===== config.mk =====
export PLATFORM = sky130hd
export DESIGN_NAME = sac_top
export DESIGN_NICKNAME = d
export VERILOG_FILES = /design/src/include/sac_pkg.sv /design/src/design/sac_top.sv
export VERILOG_INCLUDE_DIRS = /design/src /design/src/include
export SDC_FILE = /design/constraint.sdc
export NUM_CORES = 1
export LEC_CHECK = 0
export ABC_AREA = 1
export BUFFER_PORTS_ARGS = -buffer_cell sky130_fd_sc_hd__buf_2
export CORE_ASPECT_RATIO = 0.6
export CORE_MARGIN = 3
export CORE_UTILIZATION = 31
export DETAILED_ROUTE_END_ITERATION = 10
export SLEW_MARGIN = 10
export SYNTH_ARGS = -nofsm -noshare
export SYNTH_HDL_FRONTEND = slang
export SYNTH_SLANG_ARGS = --single-unit

===== constraint.sdc =====
create_clock -name clk -period 3.7 [get_ports clk]
set_input_delay 0.555 -clock clk [delete_from_list [all_inputs] [get_ports clk]]
set_output_delay 0.555 -clock clk [all_outputs]
set_load 0.02 [all_outputs]

===== src/include/sac_defs.svh =====
// Register map, field positions, reset values and timing counts of the converter control
`ifndef SAC_DEFS_SVH
`define SAC_DEFS_SVH

`define SAC_OFF_CTRL1     8'h00
`define SAC_OFF_CTRL2     8'h04
`define SAC_OFF_CTRL3     8'h08
`define SAC_OFF_CHSEL     8'h0C
`define SAC_OFF_PINCFG    8'h10
`define SAC_OFF_SCANSEL   8'h14
`define SAC_OFF_LAST      8'h18
`define SAC_OFF_PORT      8'h1C
`define SAC_OFF_STATUS    8'h20
`define SAC_OFF_BUF       8'h40
`define SAC_BUF_SEL_HI    7
`define SAC_BUF_SEL_LO    6
`define SAC_BUF_SEL_VAL   2'h1

// Control register one
`define SAC_C1_ON         15
`define SAC_C1_TRIGGER_SOURCE_SELECT_HI    7
`define SAC_C1_TRIGGER_SOURCE_SELECT_LO    5
`define SAC_C1_AUTO_SAMPLE       2
`define SAC_C1_SAMPLE_BIT       1
`define SAC_C1_DONE       0
`define SAC_C1_MASK       16'h80E4
// Control register two
`define SAC_C2_SCAN       10
`define SAC_C2_SMPI_HI    5
`define SAC_C2_SMPI_LO    2
`define SAC_C2_ALTERNATE_INPUT_SETS       0
`define SAC_C2_MASK       16'h043D
// Control register three
`define SAC_C3_AUTO_SAMPLE_CLOCK_COUNT_HI    12
`define SAC_C3_AUTO_SAMPLE_CLOCK_COUNT_LO    8
`define SAC_C3_RC         7
`define SAC_C3_BIT_CLOCK_DIVIDER_HI    5
`define SAC_C3_BIT_CLOCK_DIVIDER_LO    0
`define SAC_C3_MASK       16'h1FBF
// Channel select register
`define SAC_CH_APOS_HI    3
`define SAC_CH_APOS_LO    0
`define SAC_CH_ANEG       4
`define SAC_CH_BPOS_HI    11
`define SAC_CH_BPOS_LO    8
`define SAC_CH_BNEG       12
`define SAC_CH_MASK       16'h1F1F

`define SAC_RST16         16'h0000
`define SAC_SAR_TOP       12'h800
`define SAC_SAR_BITS      4'hC
`define SAC_CONV_LAST     4'hD
`define SAC_RESP_OKAY     2'h0
`define SAC_RESP_SLVERR   2'h2

// Bit clock limit, as a time and as a count of instruction clocks
`define SAC_CLK_PS        20000
`define SAC_TAD_MIN_PS    333330
`define SAC_TAD_MIN_CYC   ((`SAC_TAD_MIN_PS + `SAC_CLK_PS - 1) / `SAC_CLK_PS)

`endif


===== src/include/sac_pkg.sv =====
// Types shared by the converter control design
package sac_pkg;
    typedef enum logic [1:0] {
        SAC_IDLE,
        SAC_SAMPLE,
        SAC_CONVERT
    } sac_state_t;

    typedef struct packed {
        logic [3:0] pos;
        logic       neg;
        logic       ground;
    } sac_mux_t;
endpackage


===== src/design/sac_top.sv =====
// Sequence control for a 12-bit successive-approximation converter with AXI4-Lite registers
`include "sac_defs.svh"

module sac_top
    import sac_pkg::*;
#(
    parameter int ADDR_W = 8,
    parameter int NBUF   = 16
) (
    input  wire logic              clk,
    input  wire logic              arst_n,
    input  wire logic              ce,
    input  wire logic [ADDR_W-1:0] s_axi_awaddr,
    input  wire logic              s_axi_awvalid,
    output logic                   s_axi_awready,
    input  wire logic [31:0]       s_axi_wdata,
    input  wire logic [3:0]        s_axi_wstrb,
    input  wire logic              s_axi_wvalid,
    output logic                   s_axi_wready,
    output logic [1:0]             s_axi_bresp,
    output logic                   s_axi_bvalid,
    input  wire logic              s_axi_bready,
    input  wire logic [ADDR_W-1:0] s_axi_araddr,
    input  wire logic              s_axi_arvalid,
    output logic                   s_axi_arready,
    output logic [31:0]            s_axi_rdata,
    output logic [1:0]             s_axi_rresp,
    output logic                   s_axi_rvalid,
    input  wire logic              s_axi_rready,
    input  wire logic              rc_tick,
    input  wire logic [5:0]        ext_trigger,
    input  wire logic              comparator_high,
    input  wire logic [15:0]       pin_in,
    output sac_mux_t               mux_out,
    output logic                   sample_connect,
    output logic [11:0]            sar_trial,
    output logic                   analog_power_en,
    output logic [15:0]            digital_buffer_en,
    output logic                   conversion_done,
    output logic                   sequence_done
);
    // ******************************************************************
    // Register state
    // ******************************************************************
    logic [15:0] ctrl1, ctrl2, ctrl3, chsel, pin_config, scan_sel;
    logic        sample_bit, done_flag;
    logic [15:0] port_value;
    logic [11:0] last_result;
    logic [11:0] res_buf [NBUF];
    sac_state_t  state, next_state;
    logic [6:0]  div_acc;
    logic [4:0]  sample_bit_cnt;
    logic [3:0]  conv_cnt, buf_idx, scan_pos;
    logic [11:0] sar_mask;
    logic        phase_b;

    function automatic logic [15:0] merge(input logic [15:0] old, input logic [31:0] d,
                                          input logic [3:0] s, input logic [15:0] m);
        logic [15:0] v;
        v = old;
        if (s[0]) v[7:0] = d[7:0];
        if (s[1]) v[15:8] = d[15:8];
        return v & m;
    endfunction

    function automatic logic [3:0] first_sel(input logic [15:0] m);
        logic [3:0] r;
        r = 4'h0;
        for (int i = 15; i >= 0; i--) if (m[i]) r = 4'(i);
        return r;
    endfunction

    function automatic logic [3:0] next_sel(input logic [15:0] m, input logic [3:0] p);
        logic [3:0] r;
        logic       hit;
        r = first_sel(m);
        hit = 1'b0;
        for (int i = 0; i < 16; i++) begin
            if (!hit && m[i] && 4'(i) > p) begin
                r = 4'(i);
                hit = 1'b1;
            end
        end
        return r;
    endfunction

    // ******************************************************************
    // Bus slave decode
    // ******************************************************************
    logic              aw_hold, w_hold;
    logic [ADDR_W-1:0] aw_addr;
    logic [31:0]       w_data;
    logic [3:0]        w_strb;
    wire wr_fire  = aw_hold && w_hold && !s_axi_bvalid;
    wire rd_fire  = s_axi_arvalid && s_axi_arready;
    wire wr_c1    = wr_fire && aw_addr == `SAC_OFF_CTRL1;
    wire wr_c2    = wr_fire && aw_addr == `SAC_OFF_CTRL2;
    wire wr_c3    = wr_fire && aw_addr == `SAC_OFF_CTRL3;
    wire wr_ch    = wr_fire && aw_addr == `SAC_OFF_CHSEL;
    wire wr_pin   = wr_fire && aw_addr == `SAC_OFF_PINCFG;
    wire wr_scan  = wr_fire && aw_addr == `SAC_OFF_SCANSEL;
    wire wr_known = wr_c1 || wr_c2 || wr_c3 || wr_ch || wr_pin || wr_scan;
    wire sw_bit0  = wr_c1 && w_strb[0];

    assign s_axi_awready = ce && !aw_hold && !s_axi_bvalid;
    assign s_axi_wready  = ce && !w_hold && !s_axi_bvalid;
    assign s_axi_arready = ce && !s_axi_rvalid;

    // ******************************************************************
    // Control fields
    // ******************************************************************
    wire        module_on = ctrl1[`SAC_C1_ON];
    wire [2:0]  trigger_source_select      = ctrl1[`SAC_C1_TRIGGER_SOURCE_SELECT_HI:`SAC_C1_TRIGGER_SOURCE_SELECT_LO];
    wire        auto_sample      = ctrl1[`SAC_C1_AUTO_SAMPLE];
    wire        scan_en   = ctrl2[`SAC_C2_SCAN];
    wire [3:0]  smpi      = ctrl2[`SAC_C2_SMPI_HI:`SAC_C2_SMPI_LO];
    wire        alternate_input_sets      = ctrl2[`SAC_C2_ALTERNATE_INPUT_SETS];
    wire [4:0]  auto_sample_clock_count      = ctrl3[`SAC_C3_AUTO_SAMPLE_CLOCK_COUNT_HI:`SAC_C3_AUTO_SAMPLE_CLOCK_COUNT_LO];
    wire        rc_sel    = ctrl3[`SAC_C3_RC];
    wire [5:0]  bit_clock_divider      = ctrl3[`SAC_C3_BIT_CLOCK_DIVIDER_HI:`SAC_C3_BIT_CLOCK_DIVIDER_LO];
    wire [3:0]  a_pos     = chsel[`SAC_CH_APOS_HI:`SAC_CH_APOS_LO];
    wire        a_neg     = chsel[`SAC_CH_ANEG];
    wire [3:0]  b_pos     = chsel[`SAC_CH_BPOS_HI:`SAC_CH_BPOS_LO];
    wire        b_neg     = chsel[`SAC_CH_BNEG];
    wire        tad_short = (7'(bit_clock_divider) + 7'h01) < 7'(2 * `SAC_TAD_MIN_CYC);

    // ******************************************************************
    // Bit clock enable
    // ******************************************************************
    // Half-cycle accumulator: adds 2 per clock, wraps at divider+1, so
    // odd settings give a uniform period and even ones an exact average.
    wire [6:0] div_mod  = 7'(bit_clock_divider) + 7'h01;
    wire [6:0] div_sum  = div_acc + 7'h02;
    wire       div_tick = div_sum >= div_mod;
    wire       bit_tick = rc_sel ? rc_tick : div_tick;

    always_ff @(posedge clk or negedge arst_n) begin
        if (!arst_n) begin
            div_acc <= 7'h00;
        end else if (ce) begin
            if (!module_on || rc_sel) div_acc <= 7'h00;
            else if (div_tick) div_acc <= div_sum - div_mod;
            else div_acc <= div_sum;
        end
    end

    // ******************************************************************
    // Sequencer
    // ******************************************************************
    wire sampling   = state == SAC_SAMPLE;
    wire converting = state == SAC_CONVERT;
    wire conv_end   = converting && bit_tick && conv_cnt == `SAC_CONV_LAST;
    wire seq_last   = buf_idx == smpi;
    wire ext_pick   = trigger_source_select != 3'h0 && trigger_source_select != 3'h7 && ext_trigger[3'(trigger_source_select - 3'h1)];
    wire trig_sw    = trigger_source_select == 3'h0 && !sample_bit;
    wire trig_clk   = trigger_source_select == 3'h7 && sample_bit_cnt >= auto_sample_clock_count;
    wire trigger    = sampling && (trig_sw || trig_clk || ext_pick);
    wire hw_set     = module_on && auto_sample && ((state == SAC_IDLE) || conv_end);
    wire hw_clr     = !module_on || (trigger && trigger_source_select != 3'h0);
    wire next_sample_bit  = hw_set ? 1'b1 : hw_clr ? 1'b0 : sw_bit0 ? w_data[`SAC_C1_SAMPLE_BIT] : sample_bit;
    wire next_done  = conv_end ? 1'b1 : sw_bit0 ? w_data[`SAC_C1_DONE] : done_flag;

    always_comb begin
        next_state = state;
        unique case (state)
            SAC_IDLE:    if (module_on && next_sample_bit) next_state = SAC_SAMPLE;
            SAC_SAMPLE:  if (!module_on) next_state = SAC_IDLE;
                         else if (trigger) next_state = SAC_CONVERT;
            SAC_CONVERT: if (!module_on) next_state = SAC_IDLE;
                         else if (conv_end) next_state = auto_sample ? SAC_SAMPLE : SAC_IDLE;
        endcase
    end

    // Set A with optional scan, or set B on alternate conversions
    wire [3:0] next_pos    = phase_b ? b_pos : scan_en ? scan_pos : a_pos;
    wire       next_neg    = phase_b ? b_neg : a_neg;
    wire       next_ground = pin_config[next_pos];

    always_ff @(posedge clk or negedge arst_n) begin
        if (!arst_n) begin
            state <= SAC_IDLE;
            sample_bit <= 1'b0;
            done_flag <= 1'b0;
            sample_bit_cnt <= 5'h00;
            conv_cnt <= 4'h0;
        end else if (ce) begin
            state <= next_state;
            sample_bit <= next_sample_bit;
            done_flag <= next_done;
            if (!sampling) sample_bit_cnt <= 5'h00;
            else if (bit_tick && sample_bit_cnt != 5'h1F) sample_bit_cnt <= sample_bit_cnt + 5'h01;
            if (!converting) conv_cnt <= 4'h0;
            else if (bit_tick) conv_cnt <= conv_cnt + 4'h1;
        end
    end

    // ******************************************************************
    // Successive approximation
    // ******************************************************************
    wire [11:0] sar_keep = comparator_high ? sar_trial : sar_trial & ~sar_mask;

    always_ff @(posedge clk or negedge arst_n) begin
        if (!arst_n) begin
            sar_trial <= 12'h000;
            sar_mask <= 12'h000;
        end else if (ce) begin
            if (trigger) begin
                sar_trial <= `SAC_SAR_TOP;
                sar_mask <= `SAC_SAR_TOP;
            end else if (converting && bit_tick && conv_cnt < `SAC_SAR_BITS) begin
                sar_trial <= sar_keep | (sar_mask >> 1);
                sar_mask <= sar_mask >> 1;
            end
        end
    end

    // ******************************************************************
    // Input selection, scanning and result storage
    // ******************************************************************
    always_ff @(posedge clk or negedge arst_n) begin
        if (!arst_n) begin
            buf_idx <= 4'h0;
            phase_b <= 1'b0;
            scan_pos <= 4'h0;
            last_result <= 12'h000;
            conversion_done <= 1'b0;
            sequence_done <= 1'b0;
        end else if (ce) begin
            conversion_done <= conv_end;
            sequence_done <= conv_end && seq_last;
            if (!module_on) begin
                buf_idx <= 4'h0;
                phase_b <= 1'b0;
                scan_pos <= first_sel(scan_sel);
            end else if (conv_end) begin
                last_result <= sar_trial;
                buf_idx <= seq_last ? 4'h0 : buf_idx + 4'h1;
                phase_b <= alternate_input_sets && !seq_last && !phase_b;
                // scan advances on set A only
                if (seq_last) scan_pos <= first_sel(scan_sel);
                else if (scan_en && !phase_b) scan_pos <= next_sel(scan_sel, scan_pos);
            end
        end
    end

    // Buffer words hold no reset; software reads them only after done
    always_ff @(posedge clk) begin
        if (ce && module_on && conv_end) res_buf[buf_idx] <= sar_trial;
    end

    always_ff @(posedge clk or negedge arst_n) begin
        if (!arst_n) begin
            mux_out <= '0;
            sample_connect <= 1'b0;
            analog_power_en <= 1'b0;
            port_value <= `SAC_RST16;
        end else if (ce) begin
            mux_out <= '{pos: next_pos, neg: next_neg, ground: next_ground};
            sample_connect <= next_state == SAC_SAMPLE;
            analog_power_en <= module_on;
            port_value <= pin_in & pin_config;
        end
    end
    // input buffer only for digital pins
    assign digital_buffer_en = pin_config;

    // ******************************************************************
    // Register writes and bus responses
    // ******************************************************************
    always_ff @(posedge clk or negedge arst_n) begin
        if (!arst_n) begin
            ctrl1 <= `SAC_RST16;
            ctrl2 <= `SAC_RST16;
            ctrl3 <= `SAC_RST16;
            chsel <= `SAC_RST16;
            pin_config <= `SAC_RST16;
            scan_sel <= `SAC_RST16;
        end else if (ce) begin
            if (wr_c1) ctrl1 <= merge(ctrl1, w_data, w_strb, `SAC_C1_MASK);
            if (wr_c2) ctrl2 <= merge(ctrl2, w_data, w_strb, `SAC_C2_MASK);
            if (wr_c3) ctrl3 <= merge(ctrl3, w_data, w_strb, `SAC_C3_MASK);
            if (wr_ch) chsel <= merge(chsel, w_data, w_strb, `SAC_CH_MASK);
            if (wr_pin) pin_config <= merge(pin_config, w_data, w_strb, 16'hFFFF);
            if (wr_scan) scan_sel <= merge(scan_sel, w_data, w_strb, 16'hFFFF);
        end
    end

    wire [ADDR_W-1:0] ra     = s_axi_araddr;
    wire              rd_buf = ra[`SAC_BUF_SEL_HI:`SAC_BUF_SEL_LO] == `SAC_BUF_SEL_VAL
                               && ra[1:0] == 2'h0;
    wire [15:0] c1_rd  = ctrl1 | {14'h0000, sample_bit, done_flag};
    wire [15:0] st_rd  = {8'h00, buf_idx, 1'b0, tad_short, converting, sampling};
    logic [31:0] rd_word;
    logic        rd_ok;

    always_comb begin
        rd_ok = 1'b1;
        rd_word = 32'h0000_0000;
        unique case (ra)
            `SAC_OFF_CTRL1:   rd_word = {16'h0000, c1_rd};
            `SAC_OFF_CTRL2:   rd_word = {16'h0000, ctrl2};
            `SAC_OFF_CTRL3:   rd_word = {16'h0000, ctrl3};
            `SAC_OFF_CHSEL:   rd_word = {16'h0000, chsel};
            `SAC_OFF_PINCFG:  rd_word = {16'h0000, pin_config};
            `SAC_OFF_SCANSEL: rd_word = {16'h0000, scan_sel};
            `SAC_OFF_LAST:    rd_word = {20'h0_0000, last_result};
            `SAC_OFF_PORT:    rd_word = {16'h0000, port_value};
            `SAC_OFF_STATUS:  rd_word = {16'h0000, st_rd};
            default: begin
                rd_ok = rd_buf;
                if (rd_buf) rd_word = {20'h0_0000, res_buf[ra[5:2]]};
            end
        endcase
    end

    always_ff @(posedge clk or negedge arst_n) begin
        if (!arst_n) begin
            aw_hold <= 1'b0;
            w_hold <= 1'b0;
            aw_addr <= '0;
            w_data <= 32'h0000_0000;
            w_strb <= 4'h0;
            s_axi_bvalid <= 1'b0;
            s_axi_bresp <= `SAC_RESP_OKAY;
            s_axi_rvalid <= 1'b0;
            s_axi_rresp <= `SAC_RESP_OKAY;
            s_axi_rdata <= 32'h0000_0000;
        end else if (ce) begin
            if (s_axi_awvalid && s_axi_awready) begin
                aw_hold <= 1'b1;
                aw_addr <= s_axi_awaddr;
            end
            if (s_axi_wvalid && s_axi_wready) begin
                w_hold <= 1'b1;
                w_data <= s_axi_wdata;
                w_strb <= s_axi_wstrb;
            end
            if (wr_fire) begin
                aw_hold <= 1'b0;
                w_hold <= 1'b0;
                s_axi_bvalid <= 1'b1;
                s_axi_bresp <= wr_known ? `SAC_RESP_OKAY : `SAC_RESP_SLVERR;
            end else if (s_axi_bready) begin
                s_axi_bvalid <= 1'b0;
            end
            if (rd_fire) begin
                s_axi_rvalid <= 1'b1;
                s_axi_rdata <= rd_word;
                s_axi_rresp <= rd_ok ? `SAC_RESP_OKAY : `SAC_RESP_SLVERR;
            end else if (s_axi_rready) begin
                s_axi_rvalid <= 1'b0;
            end
        end
    end

    logic [3:0] chk_ticks;
    always_ff @(posedge clk or negedge arst_n) begin
        if (!arst_n) chk_ticks <= 4'h0;
        else if (ce) chk_ticks <= !converting ? 4'h0 : chk_ticks + 4'(bit_tick);
    end

    // Clocks since the last bit tick; odd divider settings give an even spacing
    logic [5:0] chk_gap;
    always_ff @(posedge clk or negedge arst_n) begin
        if (!arst_n) chk_gap <= 6'h00;
        else if (ce) chk_gap <= (bit_tick || !module_on || rc_sel) ? 6'h00 : chk_gap + 6'h01;
    end
endmodule


==> results of run 1 <==
cells by family (layout without fill, tap and decap cells):
family / count (synthesis) / in the layout / share of synthesized area
fa+ha+maj: 29 / 29 / 0.0206
simple gates: 666 / 666 / 0.159
flops: 396 / 396 / 0.605
xor+xnor: 19 / 19 / 0.00927
other cells: 1 / 18 / 0.000209
compound gates: 408 / 408 / 0.141
mux: 10 / 10 / 0.00606
buf+inv: 264 / 446 / 0.0590
registers in the layout, indices dropped and copies added (netlist names), 2 cells and up:
name               flops
digital_buffer_en     16
aw_addr                8
sample_bit_cnt         5
ctrl3                 12
div_acc                7
conv_cnt               4
last_result           12
sar_mask              12
s_axi_rdata           16
scan_pos               4
port_value            16
scan_sel              16
w_data                16
buf_idx                4
ctrl2                  6
res_buf              192
state                  2
mux_out                6
w_strb                 2
chsel                 10
sar_trial             12
ctrl1                  5
timing repair:
item                                    CTS  global route
endpoints found under the setup margin   24           202
pin swaps                                 0             0
setup buffers                             0             1
resized for setup                         3            13
hold endpoints to repair                  0             0
power by group:
part	switching (mW)	internal (mW)
combinational	2.12	1.02
sequential	0.379	5.06
clock	1.73	2.34
total	4.23	8.42
metal layers:
layer	GRT usage	up-vias
met4	0.0305	0
li1	-	6613
met5	0	-
met3	0.0464	54
met2	0.247	639
met1	0.310	7183
critical path, cell delays in order, from the launching register on:
cell                      delay [ps]
sky130_fd_sc_hd__dfrtp_1         390
sky130_fd_sc_hd__ha_1            210
sky130_fd_sc_hd__nand3_1         150
sky130_fd_sc_hd__nor2_1          130
sky130_fd_sc_hd__nand2_1         100
sky130_fd_sc_hd__ha_1            320
sky130_fd_sc_hd__nand2_1          80
sky130_fd_sc_hd__nor3_1          130
sky130_fd_sc_hd__nand2_1         100
sky130_fd_sc_hd__nand3_1         120
sky130_fd_sc_hd__inv_1            70
sky130_fd_sc_hd__nand2_1          60
sky130_fd_sc_hd__o21ai_1          70
sky130_fd_sc_hd__or2_2           310
sky130_fd_sc_hd__nor2_4          160
sky130_fd_sc_hd__inv_1           110
sky130_fd_sc_hd__nor2_4          170
sky130_fd_sc_hd__nand2_1         160
sky130_fd_sc_hd__nor2_2          240
sky130_fd_sc_hd__buf_4           220
cells in the final DEF (no fill, tap or decap), drive strengths merged, types with 10 or more instances in the layout:
cell type,Yosys,final
a31oi,35,35
inv,178,180
nand4,11,11
clkbuf,62,50
o211ai,19,19
buf,21,200
ha,28,28
clkinv,3,10
o21ai,156,156
edfxtp,192,192
a22oi,50,50
conb,1,18
nor3,18,18
o22ai,30,30
nand2,316,316
dfrtp,204,204
xor2,16,16
nand3,175,175
nor2,134,134
a21oi,55,55
cell type report:
class	instances	area, um^2	share of cell area
clock buffer	50	1080	0.0511
sequential	396	10900	0.512
timing repair buffer	200	1290	0.0608
multi-input combinational	1150	6170	0.290
tap	759	950	0.0447
clock inverter	15	189	0.00890
inverter	181	679	0.0320
metrics by stage:
| stage | hold WS (ps) | setup slack, ps | area [um^2] |
|---|---|---|---|
| after floorplan | 259 | 94.5 | 18000 |
| after CTS | 4.32 | 61.8 | 21200 |
| final | -21.7 | 95.3 | 21200 |
| after detailed placement | 468 | -106 | 19900 |
| after global routing | 21.1 | -94.2 | 21200 |
| after global placement | 458 | -47.2 | 19900 |
how the worst max path moves through the flow:
stage | start | endpoint | depth (start not counted)
after global routing | ctrl3[1] | res_buf[7][4] | 19
after CTS | ctrl3[0] | res_buf[7][4] | 18
after floorplan | ctrl3[0] | res_buf[12][0] | 17
after detailed placement | ctrl3[0] | res_buf[7][0] | 18
final | ctrl3[0] | res_buf[7][5] | 19
after global placement | ctrl3[0] | res_buf[6][0] | 18
==> metrics.txt, run 1 <==
failing checks hold timing; run status complete, but fails checks; final std cells w/o fill 2751; worst-case headroom to the max-slew limit 0.289; antenna diode instance count 0; type of the worst min-delay path input port to asynchronous set/reset pin; maximum clock insertion buffer count 3; Clock Pin Slew Worst Setup and Hold Paths 70 ps; post-layout total power 12.7 mW; DR top layer met4; post-synthesis instance total ~1800; via count of the first global-routing pass 13700; total of max-cap violations 0; top-count cell post-synth sky130_fd_sc_hd__nand2_1; total wire length 58.6 mm; routability-driven placement congestion ratio 0.940; number of nets still failing antenna checks after routing 0; Layout Nets 2079; startpoint class of the critical path register; number of port buffers 126; CTS HTree Levels 2; Worst Clk Skew 12.8 ps; flop-to-flop setup slack 100 ps; Setup Crit Path Kind register to register; root buffer cell sky130_fd_sc_hd__clkbuf_16; Die ar. just over 60000 um^2; count of endpoints failing hold in the final timing report 14; Commonest cells post-synth sky130_fd_sc_hd__nand2_1 (314), sky130_fd_sc_hd__dfrtp_1 (204), sky130_fd_sc_hd__edfxtp_1 (192); effective utilization at floorplan 0.317; mean area per synthesized cell approximately 10 um^2; Synth area leader sky130_fd_sc_hd__edfxtp_1; share of the synthesized area in the top cell type 0.321; share of cells above drive strength 1 0.152; worst reg2reg path depth 19; Setup Viol. Count Final 0; data arrival time of the critical path 3850 ps; number of optimization iterations in the first detailed-route pass 5; CTS Buf Count 37; DP Cell Count 2685; wire length of the first global-routing pass 87.0 mm; main area contributors after synthesis sky130_fd_sc_hd__edfxtp_1 (32%), sky130_fd_sc_hd__dfrtp_1 (28%), sky130_fd_sc_hd__nand2_1 (6.6%); Horiz. Die Dim 317 um; Filler cells around 5600; number of antenna violations at the first check in global routing 2; final hold slack -21.7 ps; peak supply drop 300 uV; number of warnings printed during yosys synthesis 0; number of enable flip-flop cells after synthesis between 150 and 200; Area growth, synth to finish 18.2%; number of vias per cell after detailed routing about 5.3; critical-path maximum fanout 7; std cell rows 67; Final period util 0.974; count of distinct cell types in the synthesized netlist 57; wire length on met1 28.9 mm; Clock Latency Late Sink 540 ps; chip height 192 um; largest net degree at the start of global routing 91; core box area ~57000 um^2; Clock Sinks 396; Vias 14500; met2 wirelength from detailed routing 22.8 mm; routed length on met3 6.27 mm; sum of negative setup slack 0 ps; type of destination of the critical path register; clock period minus final worst setup slack roughly 3600 ps; mapped cell area 18000 um^2; num ports roughly 160; post-DR wirelength/cell 21.3 um; number of design-rule violations left by the first detailed-router iteration 1729; RSZ-0062 raised after global routing yes; timing-limited maximum frequency 277 MHz; Pleak 8.91 nW; data required time at the worst endpoint 3950 ps; number of buffers added to fix hold violations after cts 0; Reg-to-Reg End res_buf[7][5]; sequential cell area fraction in the yosys report 0.605; ys flop type sky130_fd_sc_hd__dfrtp_1; Final Max Slew Viols 0; areal power density over the cells ~600 nW/um^2; global-route congestion overflow total 0; half-perimeter wire length after detailed placement 42.8 mm; DRC violation count after routing 0; final core utilization 0.375; CTS tree yes; global routing usage summed across all routing layers 0.189; Tightest Pin Transition 1040 ps; Synth async-reset ratio 0.515; RR Startpoint ctrl3[0]; register bit count reported by yosys 396
No activity file was read; power rests on OpenSTA's default activity.
==> inputs of run 2 (changes only) <==
--- a/config.mk
+++ b/config.mk
@@ -12,6 +12,7 @@
 export CORE_MARGIN = 3
 export CORE_UTILIZATION = 31
 export DETAILED_ROUTE_END_ITERATION = 10
+export PLACE_DENSITY = 0.58
 export SLEW_MARGIN = 10
 export SYNTH_ARGS = -nofsm -noshare
 export SYNTH_HDL_FRONTEND = slang
==> metrics.txt, run 2 (synthesis results as in run 1) <==
share of cells above drive strength 1 0.156 (was 0.152); CTS Buf Count 38 (was 37); number of port buffers 126 (unchanged); met2 track demand over resource 0.241 (was 0.247); Die ar. 60900 um^2 (unchanged); Clock Sinks 396 (unchanged); number of optimization iterations in the first detailed-route pass 7 (was 5); Worst Path Buf+Inv 5 (was 3); run status finished clean (was complete, but fails checks); clock period minus final worst setup slack 3520 ps (was 3600 ps); areal power density over the cells 588 nW/um^2 (was 596 nW/um^2); category of cells accounting for the largest share of critical-path delay simple AND/OR/NAND/NOR gates (unchanged); Clock Latency Late Sink 560 ps (was 540 ps); number of vias per cell after detailed routing 5.25 (was 5.27); Layout Nets 2078 (was 2079); Area growth, synth to finish 18.8% (was 18.2%); timing-limited maximum frequency 284 MHz (was 277 MHz); via count of the first global-routing pass 13500 (was 13700); effective utilization at floorplan 0.317 (unchanged); data arrival time of the critical path 3780 ps (was 3850 ps); worst setup path startpoint ctrl3[0] (unchanged); Levels on crit path 19 (unchanged); global routing usage summed across all routing layers 0.185 (was 0.189); final core utilization 0.377 (was 0.375); master of the slowest instance on the critical path sky130_fd_sc_hd__dfrtp_1 (unchanged); num ports 163 (unchanged); highest-count cells in the layout ignoring fill and taps sky130_fd_sc_hd__nand2_1 (309), sky130_fd_sc_hd__dfrtp_1 (203), sky130_fd_sc_hd__edfxtp_1 (192) (was sky130_fd_sc_hd__nand2_1 (313), sky130_fd_sc_hd__dfrtp_1 (204), sky130_fd_sc_hd__edfxtp_1 (192)); CTS tree yes (unchanged); global routing usage on met3 0.0607 (was 0.0464); largest net degree at the start of global routing 103 (was 91); GR met1 Demand/Resource 0.295 (was 0.310); count of endpoints failing hold in the final timing report 0 (was 14); wire length of the first global-routing pass 85.3 mm (was 87.0 mm); Final Max Slew Viols 0 (unchanged); critical-path cell list ha_2 > nand3_1 > xor2_2 > ha_4 > inv_1 > nor3_1 > nand2_1 > nand3_1 > inv_1 > nand2_1 > o21ai_1 > or2_2 > nor2_4 > inv_1 > nor2_4 > buf_4 > nand2_4 > nor2_4 > buf_4 (was ha_1 > nand3_1 > nor2_1 > nand2_1 > ha_1 > nand2_1 > nor3_1 > nand2_1 > nand3_1 > inv_1 > nand2_1 > o21ai_1 > or2_2 > nor2_4 > inv_1 > nor2_4 > nand2_1 > nor2_2 > buf_4); worst reg2reg path depth 19 (unchanged); antenna diode instance count 0 (unchanged); worst-case headroom to the max-slew limit 0.292 (was 0.289); core box area 56600 um^2 (unchanged); root buffer cell sky130_fd_sc_hd__clkbuf_16 (unchanged); flip-flop count of the largest register after layout 192 (unchanged); Tightest Pin Transition 1040 ps (about the same); number of antenna violations at the first check in global routing 5 (was 2); routability-driven placement congestion ratio 0.929 (was 0.940); RR Startpoint ctrl3[0] (unchanged); Setup Viol. Count Final 0 (unchanged); register containing the most flip-flops in the final layout res_buf (unchanged); final hold slack 35.9 ps (was -21.7 ps); Pleak 8.92 nW (was 8.91 nW); highest cell delay on the worst timing path 420 ps (was 390 ps); post-DR wirelength/cell 20.9 um (was 21.3 um); type of the worst min-delay path input port to asynchronous set/reset pin (unchanged); startpoint class of the critical path register (unchanged); data required time at the worst endpoint 3960 ps (was 3950 ps); Worst Clk Skew 18.9 ps (was 12.8 ps); critical-path maximum fanout 7 (unchanged); total of max-cap violations 0 (unchanged); Horiz. Die Dim 317 um (unchanged); Setup Crit Path Kind register to register (unchanged); type of destination of the critical path register (unchanged); CTS HTree Levels 2 (unchanged); chip height 192 um (unchanged); number of buffers added to fix hold violations after cts 0 (unchanged); busiest layer in global routing met1 (unchanged); number of design-rule violations left by the first detailed-router iteration 1787 (was 1729); Final period util 0.952 (was 0.974); Clock Pin Slew Worst Setup and Hold Paths 70 ps (about the same); Reg-to-Reg End res_buf[8][0] (was res_buf[7][5]); DRC violation count after routing 0 (unchanged); global-route congestion overflow total 0 (unchanged); peak supply drop 307 uV (was 300 uV); total wire length 57.5 mm (was 58.6 mm); std cell rows 67 (unchanged); half-perimeter wire length after detailed placement 41.9 mm (was 42.8 mm); capturing element of the worst setup path res_buf[8][0] (was res_buf[7][5]); maximum clock insertion buffer count 3 (unchanged); flop-to-flop setup slack 180 ps (was 100 ps); most common cell after layout, fill and taps aside sky130_fd_sc_hd__nand2_1 (unchanged); number of nets still failing antenna checks after routing 0 (unchanged); Vias 14500 (about the same)
==> run 2: cell count changes in the layout (fill, tap and decap cells not counted), sizes merged <==
cell	before	now
bufinv	4	1
clkinv	10	11
buf	200	198
clkbuf	50	57
==> run 2: how the worst min path moves through the flow <==
stage | depth (start not counted) | endpoint | from
2_1_floorplan | 0 | analog_power_en | arst_n
3_3_place_gp | 2 | analog_power_en | analog_power_en
3_5_place_dp | 2 | analog_power_en | analog_power_en
4_1_cts | 1 | div_acc[3] | arst_n
5_1_grt | 1 | div_acc[3] | arst_n
6_report | 1 | div_acc[3] | arst_n
==> run 2: timing repair <==
| item | CTS | global route |
|---|---|---|
| pin swaps | 0 | 4 |
| gates cloned | 0 | 1 |
| setup endpoints to repair | 24 | 217 |
| setup buffers | 0 | 7 |
| resized for setup | 4 | 38 |
==> run 2: report_power, final <==
| part | switching (mW) | internal [mW] |
|---|---|---|
| sequential | 0.387 | 5.06 |
| combinational | 2.15 | 1.05 |
| clock | 1.74 | 2.15 |
==> run 2: layout make-up <==
cell class                 count  area (um^2)
fill                        5553        35300
sequential                   396        10900
multi-input combinational   1150         6240
timing repair buffer         198         1370
clock buffer                  57         1100
tap                          759          950
inverter                     181          679
clock inverter                13          113
==> run 2: per-layer routing <==
metal  vias to the layer above  routed length (um)
met1                      7102               28000
li1                       6636                   -
met5                         -                  12
met3                        64                6470
met4                         2                 771
met2                       666               22200
==> run 2: metrics by stage <==
stage          std cells  power [mW]  setup WS [ps]  cell area (um^2)  TNS, ps
4_1_cts             2746        12.5           71.9             21100        0
3_3_place_gp        2676        8.52           -111             19900    -1530
2_1_floorplan       1810        7.38           94.5             18000        0
5_1_grt             2754        13.3          -40.1             21300     -529
3_5_place_dp        2676        8.58          -97.5             19900    -1760
6_report            2754        12.5            176             21300        0
==> run 2: worst reg2reg max path: stages, from the launching register on <==
cell and delay, ps:
sky130_fd_sc_hd__dfrtp_1 420, sky130_fd_sc_hd__ha_2 210, sky130_fd_sc_hd__nand3_1 130, sky130_fd_sc_hd__xor2_2 210, sky130_fd_sc_hd__ha_4 320, sky130_fd_sc_hd__inv_1 50
sky130_fd_sc_hd__nor3_1 180, sky130_fd_sc_hd__nand2_1 70, sky130_fd_sc_hd__nand3_1 100, sky130_fd_sc_hd__inv_1 60, sky130_fd_sc_hd__nand2_1 50, sky130_fd_sc_hd__o21ai_1 80
sky130_fd_sc_hd__or2_2 320, sky130_fd_sc_hd__nor2_4 130, sky130_fd_sc_hd__inv_1 80, sky130_fd_sc_hd__nor2_4 180, sky130_fd_sc_hd__buf_4 170, sky130_fd_sc_hd__nand2_4 80
sky130_fd_sc_hd__nor2_4 170, sky130_fd_sc_hd__buf_4 200
==> inputs of run 3 (changes only) <==
--- a/config.mk
+++ b/config.mk
@@ -8,11 +8,13 @@
 export LEC_CHECK = 0
 export ABC_AREA = 1
 export BUFFER_PORTS_ARGS = -buffer_cell sky130_fd_sc_hd__buf_2
+export CELL_PAD_IN_SITES_DETAIL_PLACEMENT = 1
+export CELL_PAD_IN_SITES_GLOBAL_PLACEMENT = 2
 export CORE_ASPECT_RATIO = 0.6
 export CORE_MARGIN = 3
 export CORE_UTILIZATION = 31
 export DETAILED_ROUTE_END_ITERATION = 10
-export PLACE_DENSITY = 0.58
+export PLACE_DENSITY = 0.78
 export SLEW_MARGIN = 10
 export SYNTH_ARGS = -nofsm -noshare
 export SYNTH_HDL_FRONTEND = slang
==> metrics.txt, run 3 (synthesis results as in run 1) <==
highest-count cells in the layout ignoring fill and taps sky130_fd_sc_hd__nand2_1 (310), sky130_fd_sc_hd__dfrtp_1 (204), sky130_fd_sc_hd__edfxtp_1 (192) (was sky130_fd_sc_hd__nand2_1 (309), sky130_fd_sc_hd__dfrtp_1 (203), sky130_fd_sc_hd__edfxtp_1 (192)); number of nets still failing antenna checks after routing 0 (unchanged); type of the worst min-delay path input port to asynchronous set/reset pin (unchanged); Clock Pin Slew Worst Setup and Hold Paths 70 ps (about the same); Horiz. Die Dim 317 um (unchanged); peak supply drop 289 uV (was 307 uV); Filler cells 6366 (was 5553); CTS HTree Levels 2 (unchanged); run status finished clean (unchanged); Area growth, synth to finish 19.0% (was 18.8%); via count of the first global-routing pass 14500 (was 13500); Setup Crit Path Kind register to register (unchanged); maximum clock insertion buffer count 3 (unchanged); proportion of power drawn by combinational gates 0.254 (was 0.255); Clock Sinks 396 (unchanged); startpoint class of the critical path register (unchanged); clock period minus final worst setup slack 3460 ps (was 3520 ps); internal power 8.59 mW (was 8.27 mW); sequential group share of total power 0.420 (was 0.434); switching power 4.44 mW (was 4.28 mW); global routing usage summed across all routing layers 0.212 (was 0.185); num ports 163 (unchanged); wire length of the first global-routing pass 95.5 mm (was 85.3 mm); Final Max Slew Viols 0 (unchanged); count of endpoints failing hold in the final timing report 0 (unchanged); total wire length 65.5 mm (was 57.5 mm); Setup Viol. Count Final 0 (unchanged); CTS tree yes (unchanged); Worst Clk Skew 22.8 ps (was 18.9 ps); number of antenna violations at the first check in global routing 4 (was 5); core box area 56600 um^2 (unchanged); number of port buffers 126 (unchanged); register containing the most flip-flops in the final layout res_buf (unchanged); DRC violation count after routing 0 (unchanged); areal power density over the cells 610 nW/um^2 (was 588 nW/um^2); routability-driven placement congestion ratio 0.921 (was 0.929); worst-case headroom to the max-slew limit 0.300 (was 0.292); number of buffers added to fix hold violations after cts 0 (unchanged); type of destination of the critical path register (unchanged); post-layout total power 13.0 mW (was 12.5 mW); root buffer cell sky130_fd_sc_hd__clkbuf_16 (unchanged); Tightest Pin Transition 1050 ps (was 1040 ps); portion of total power attributed to the clock network 0.325 (was 0.310); total of max-cap violations 0 (unchanged); chip height 192 um (unchanged); effective utilization at floorplan 0.317 (unchanged); std cell rows 67 (unchanged); antenna diode instance count 0 (unchanged); largest net degree at the start of global routing 105 (was 103); number of vias per cell after detailed routing 5.33 (was 5.25); data required time at the worst endpoint 4140 ps (was 3960 ps); data arrival time of the critical path 3900 ps (was 3780 ps); final hold slack 78.3 ps (was 35.9 ps); Layout Nets 2089 (was 2078); global-route congestion overflow total 0 (unchanged); RSZ-0062 raised after global routing yes; Vias 14700 (was 14500); switching share of total power 0.341 (about the same); share of cells above drive strength 1 0.154 (was 0.156); number of optimization iterations in the first detailed-route pass 5 (was 7); Final period util 0.935 (was 0.952); CTS Buf Count 41 (was 38); timing-limited maximum frequency 289 MHz (was 284 MHz); Pleak 9.01 nW (was 8.92 nW); post-DR wirelength/cell 23.7 um (was 20.9 um); half-perimeter wire length after detailed placement 48.5 mm (was 41.9 mm); number of design-rule violations left by the first detailed-router iteration 1549 (was 1787); Die ar. 60900 um^2 (unchanged); flip-flop count of the largest register after layout 192 (unchanged); critical-path maximum fanout 8 (was 7); Clock Latency Late Sink 550 ps (was 560 ps); most common cell after layout, fill and taps aside sky130_fd_sc_hd__nand2_1 (unchanged)
run 3: cell types whose count changed in the layout (fill, tap and decap cells not counted), moves of 3 or more:
cell / delta
sky130_fd_sc_hd__nor2_2: -5
sky130_fd_sc_hd__nor2_1: +8
sky130_fd_sc_hd__nor2_4: -3
sky130_fd_sc_hd__clkinv_2: -4
sky130_fd_sc_hd__buf_12: -7
sky130_fd_sc_hd__clkbuf_16: +3
sky130_fd_sc_hd__bufinv_16: +3
sky130_fd_sc_hd__buf_4: +10
sky130_fd_sc_hd__buf_6: +4
run 3: power by group through the flow:
stage / logic (mW) / clock network (mW) / registers [mW]
global placement: 3.07 / 0 / 5.52
floorplan: 1.89 / 0 / 5.49
finish: 3.32 / 4.24 / 5.48
detailed placement: 3.19 / 0 / 5.56
CTS: 3.21 / 4.33 / 5.47
global route: 3.70 / 4.53 / 5.53
run 3: cell type report:
cell class | count | area [um^2] | share of cell area
multi-input cells | 1150 | 6180 | 0.289
well taps | 759 | 950 | 0.0444
clock buffers | 60 | 1170 | 0.0547
flip-flops and latches | 396 | 10900 | 0.509
inverters | 181 | 679 | 0.0318
repair buffers | 206 | 1350 | 0.0632
clock inverters | 13 | 178 | 0.00831
run 3: path summary, 6_finish.rpt:
check | startpoint | end | slack, ps | cells after the start
max in group asynchronous | arst_n | s_axi_rdata[3] | 2750 | 2
hold reg to reg | mux_out[5] | mux_out[5] | 480 | 2
setup / recovery | ctrl3[0] | scan_pos[2] | 240 | 19
hold / removal | arst_n | div_acc[4] | 80 | 1
setup reg to reg | ctrl3[0] | scan_pos[2] | 240 | 19
min in group clk | pin_in[9] | port_value[9] | 240 | 3
run 3: timing repair:
action / in CTS / in global routing
gates resized for setup: 1 / 27
setup endpoints to repair: 3 / 212
setup buffers: 0 / 6
pin swaps: 0 / 6
run 3: layer usage:
layer | vias to the layer above | part of all wire | global-route usage
met5 | - | 0 | 0
met4 | 0 | 0.010 | 0.0259
met3 | 54 | 0.090 | 0.0525
met2 | 542 | 0.39 | 0.283
met1 | 7508 | 0.51 | 0.346
li1 | 6645 | - | -
run 3: critical path: stages, from the launching register on:
cell and delay, ps:
sky130_fd_sc_hd__dfrtp_1 420, sky130_fd_sc_hd__ha_1 250, sky130_fd_sc_hd__xnor2_1 260, sky130_fd_sc_hd__ha_1 350, sky130_fd_sc_hd__a21oi_1 230, sky130_fd_sc_hd__nand2_1 140, sky130_fd_sc_hd__nand2_1 90, sky130_fd_sc_hd__nand3_1 80
sky130_fd_sc_hd__inv_1 100, sky130_fd_sc_hd__nand2_1 50, sky130_fd_sc_hd__o21ai_1 100, sky130_fd_sc_hd__or2_2 160, sky130_fd_sc_hd__nor2_2 40, sky130_fd_sc_hd__buf_4 150, sky130_fd_sc_hd__o21ai_4 230, sky130_fd_sc_hd__nor2_1 90
sky130_fd_sc_hd__a31oi_1 180, sky130_fd_sc_hd__buf_4 210, sky130_fd_sc_hd__a21oi_1 60, sky130_fd_sc_hd__a22o_1 190
run 3: stage by stage:
step	TNS, ps	instances	utilization	setup WS, ps	instance area, um^2
4_1_cts	0	2759	0.375	20.5	21200
3_3_place_gp	0	2686	0.351	67.8	19900
6_report	0	2765	0.378	241	21400
5_1_grt	-1080	2765	0.378	-40.8	21400
2_1_floorplan	0	1810	-	94.5	18000
3_5_place_dp	-13.1	2686	0.351	-7.88	19900
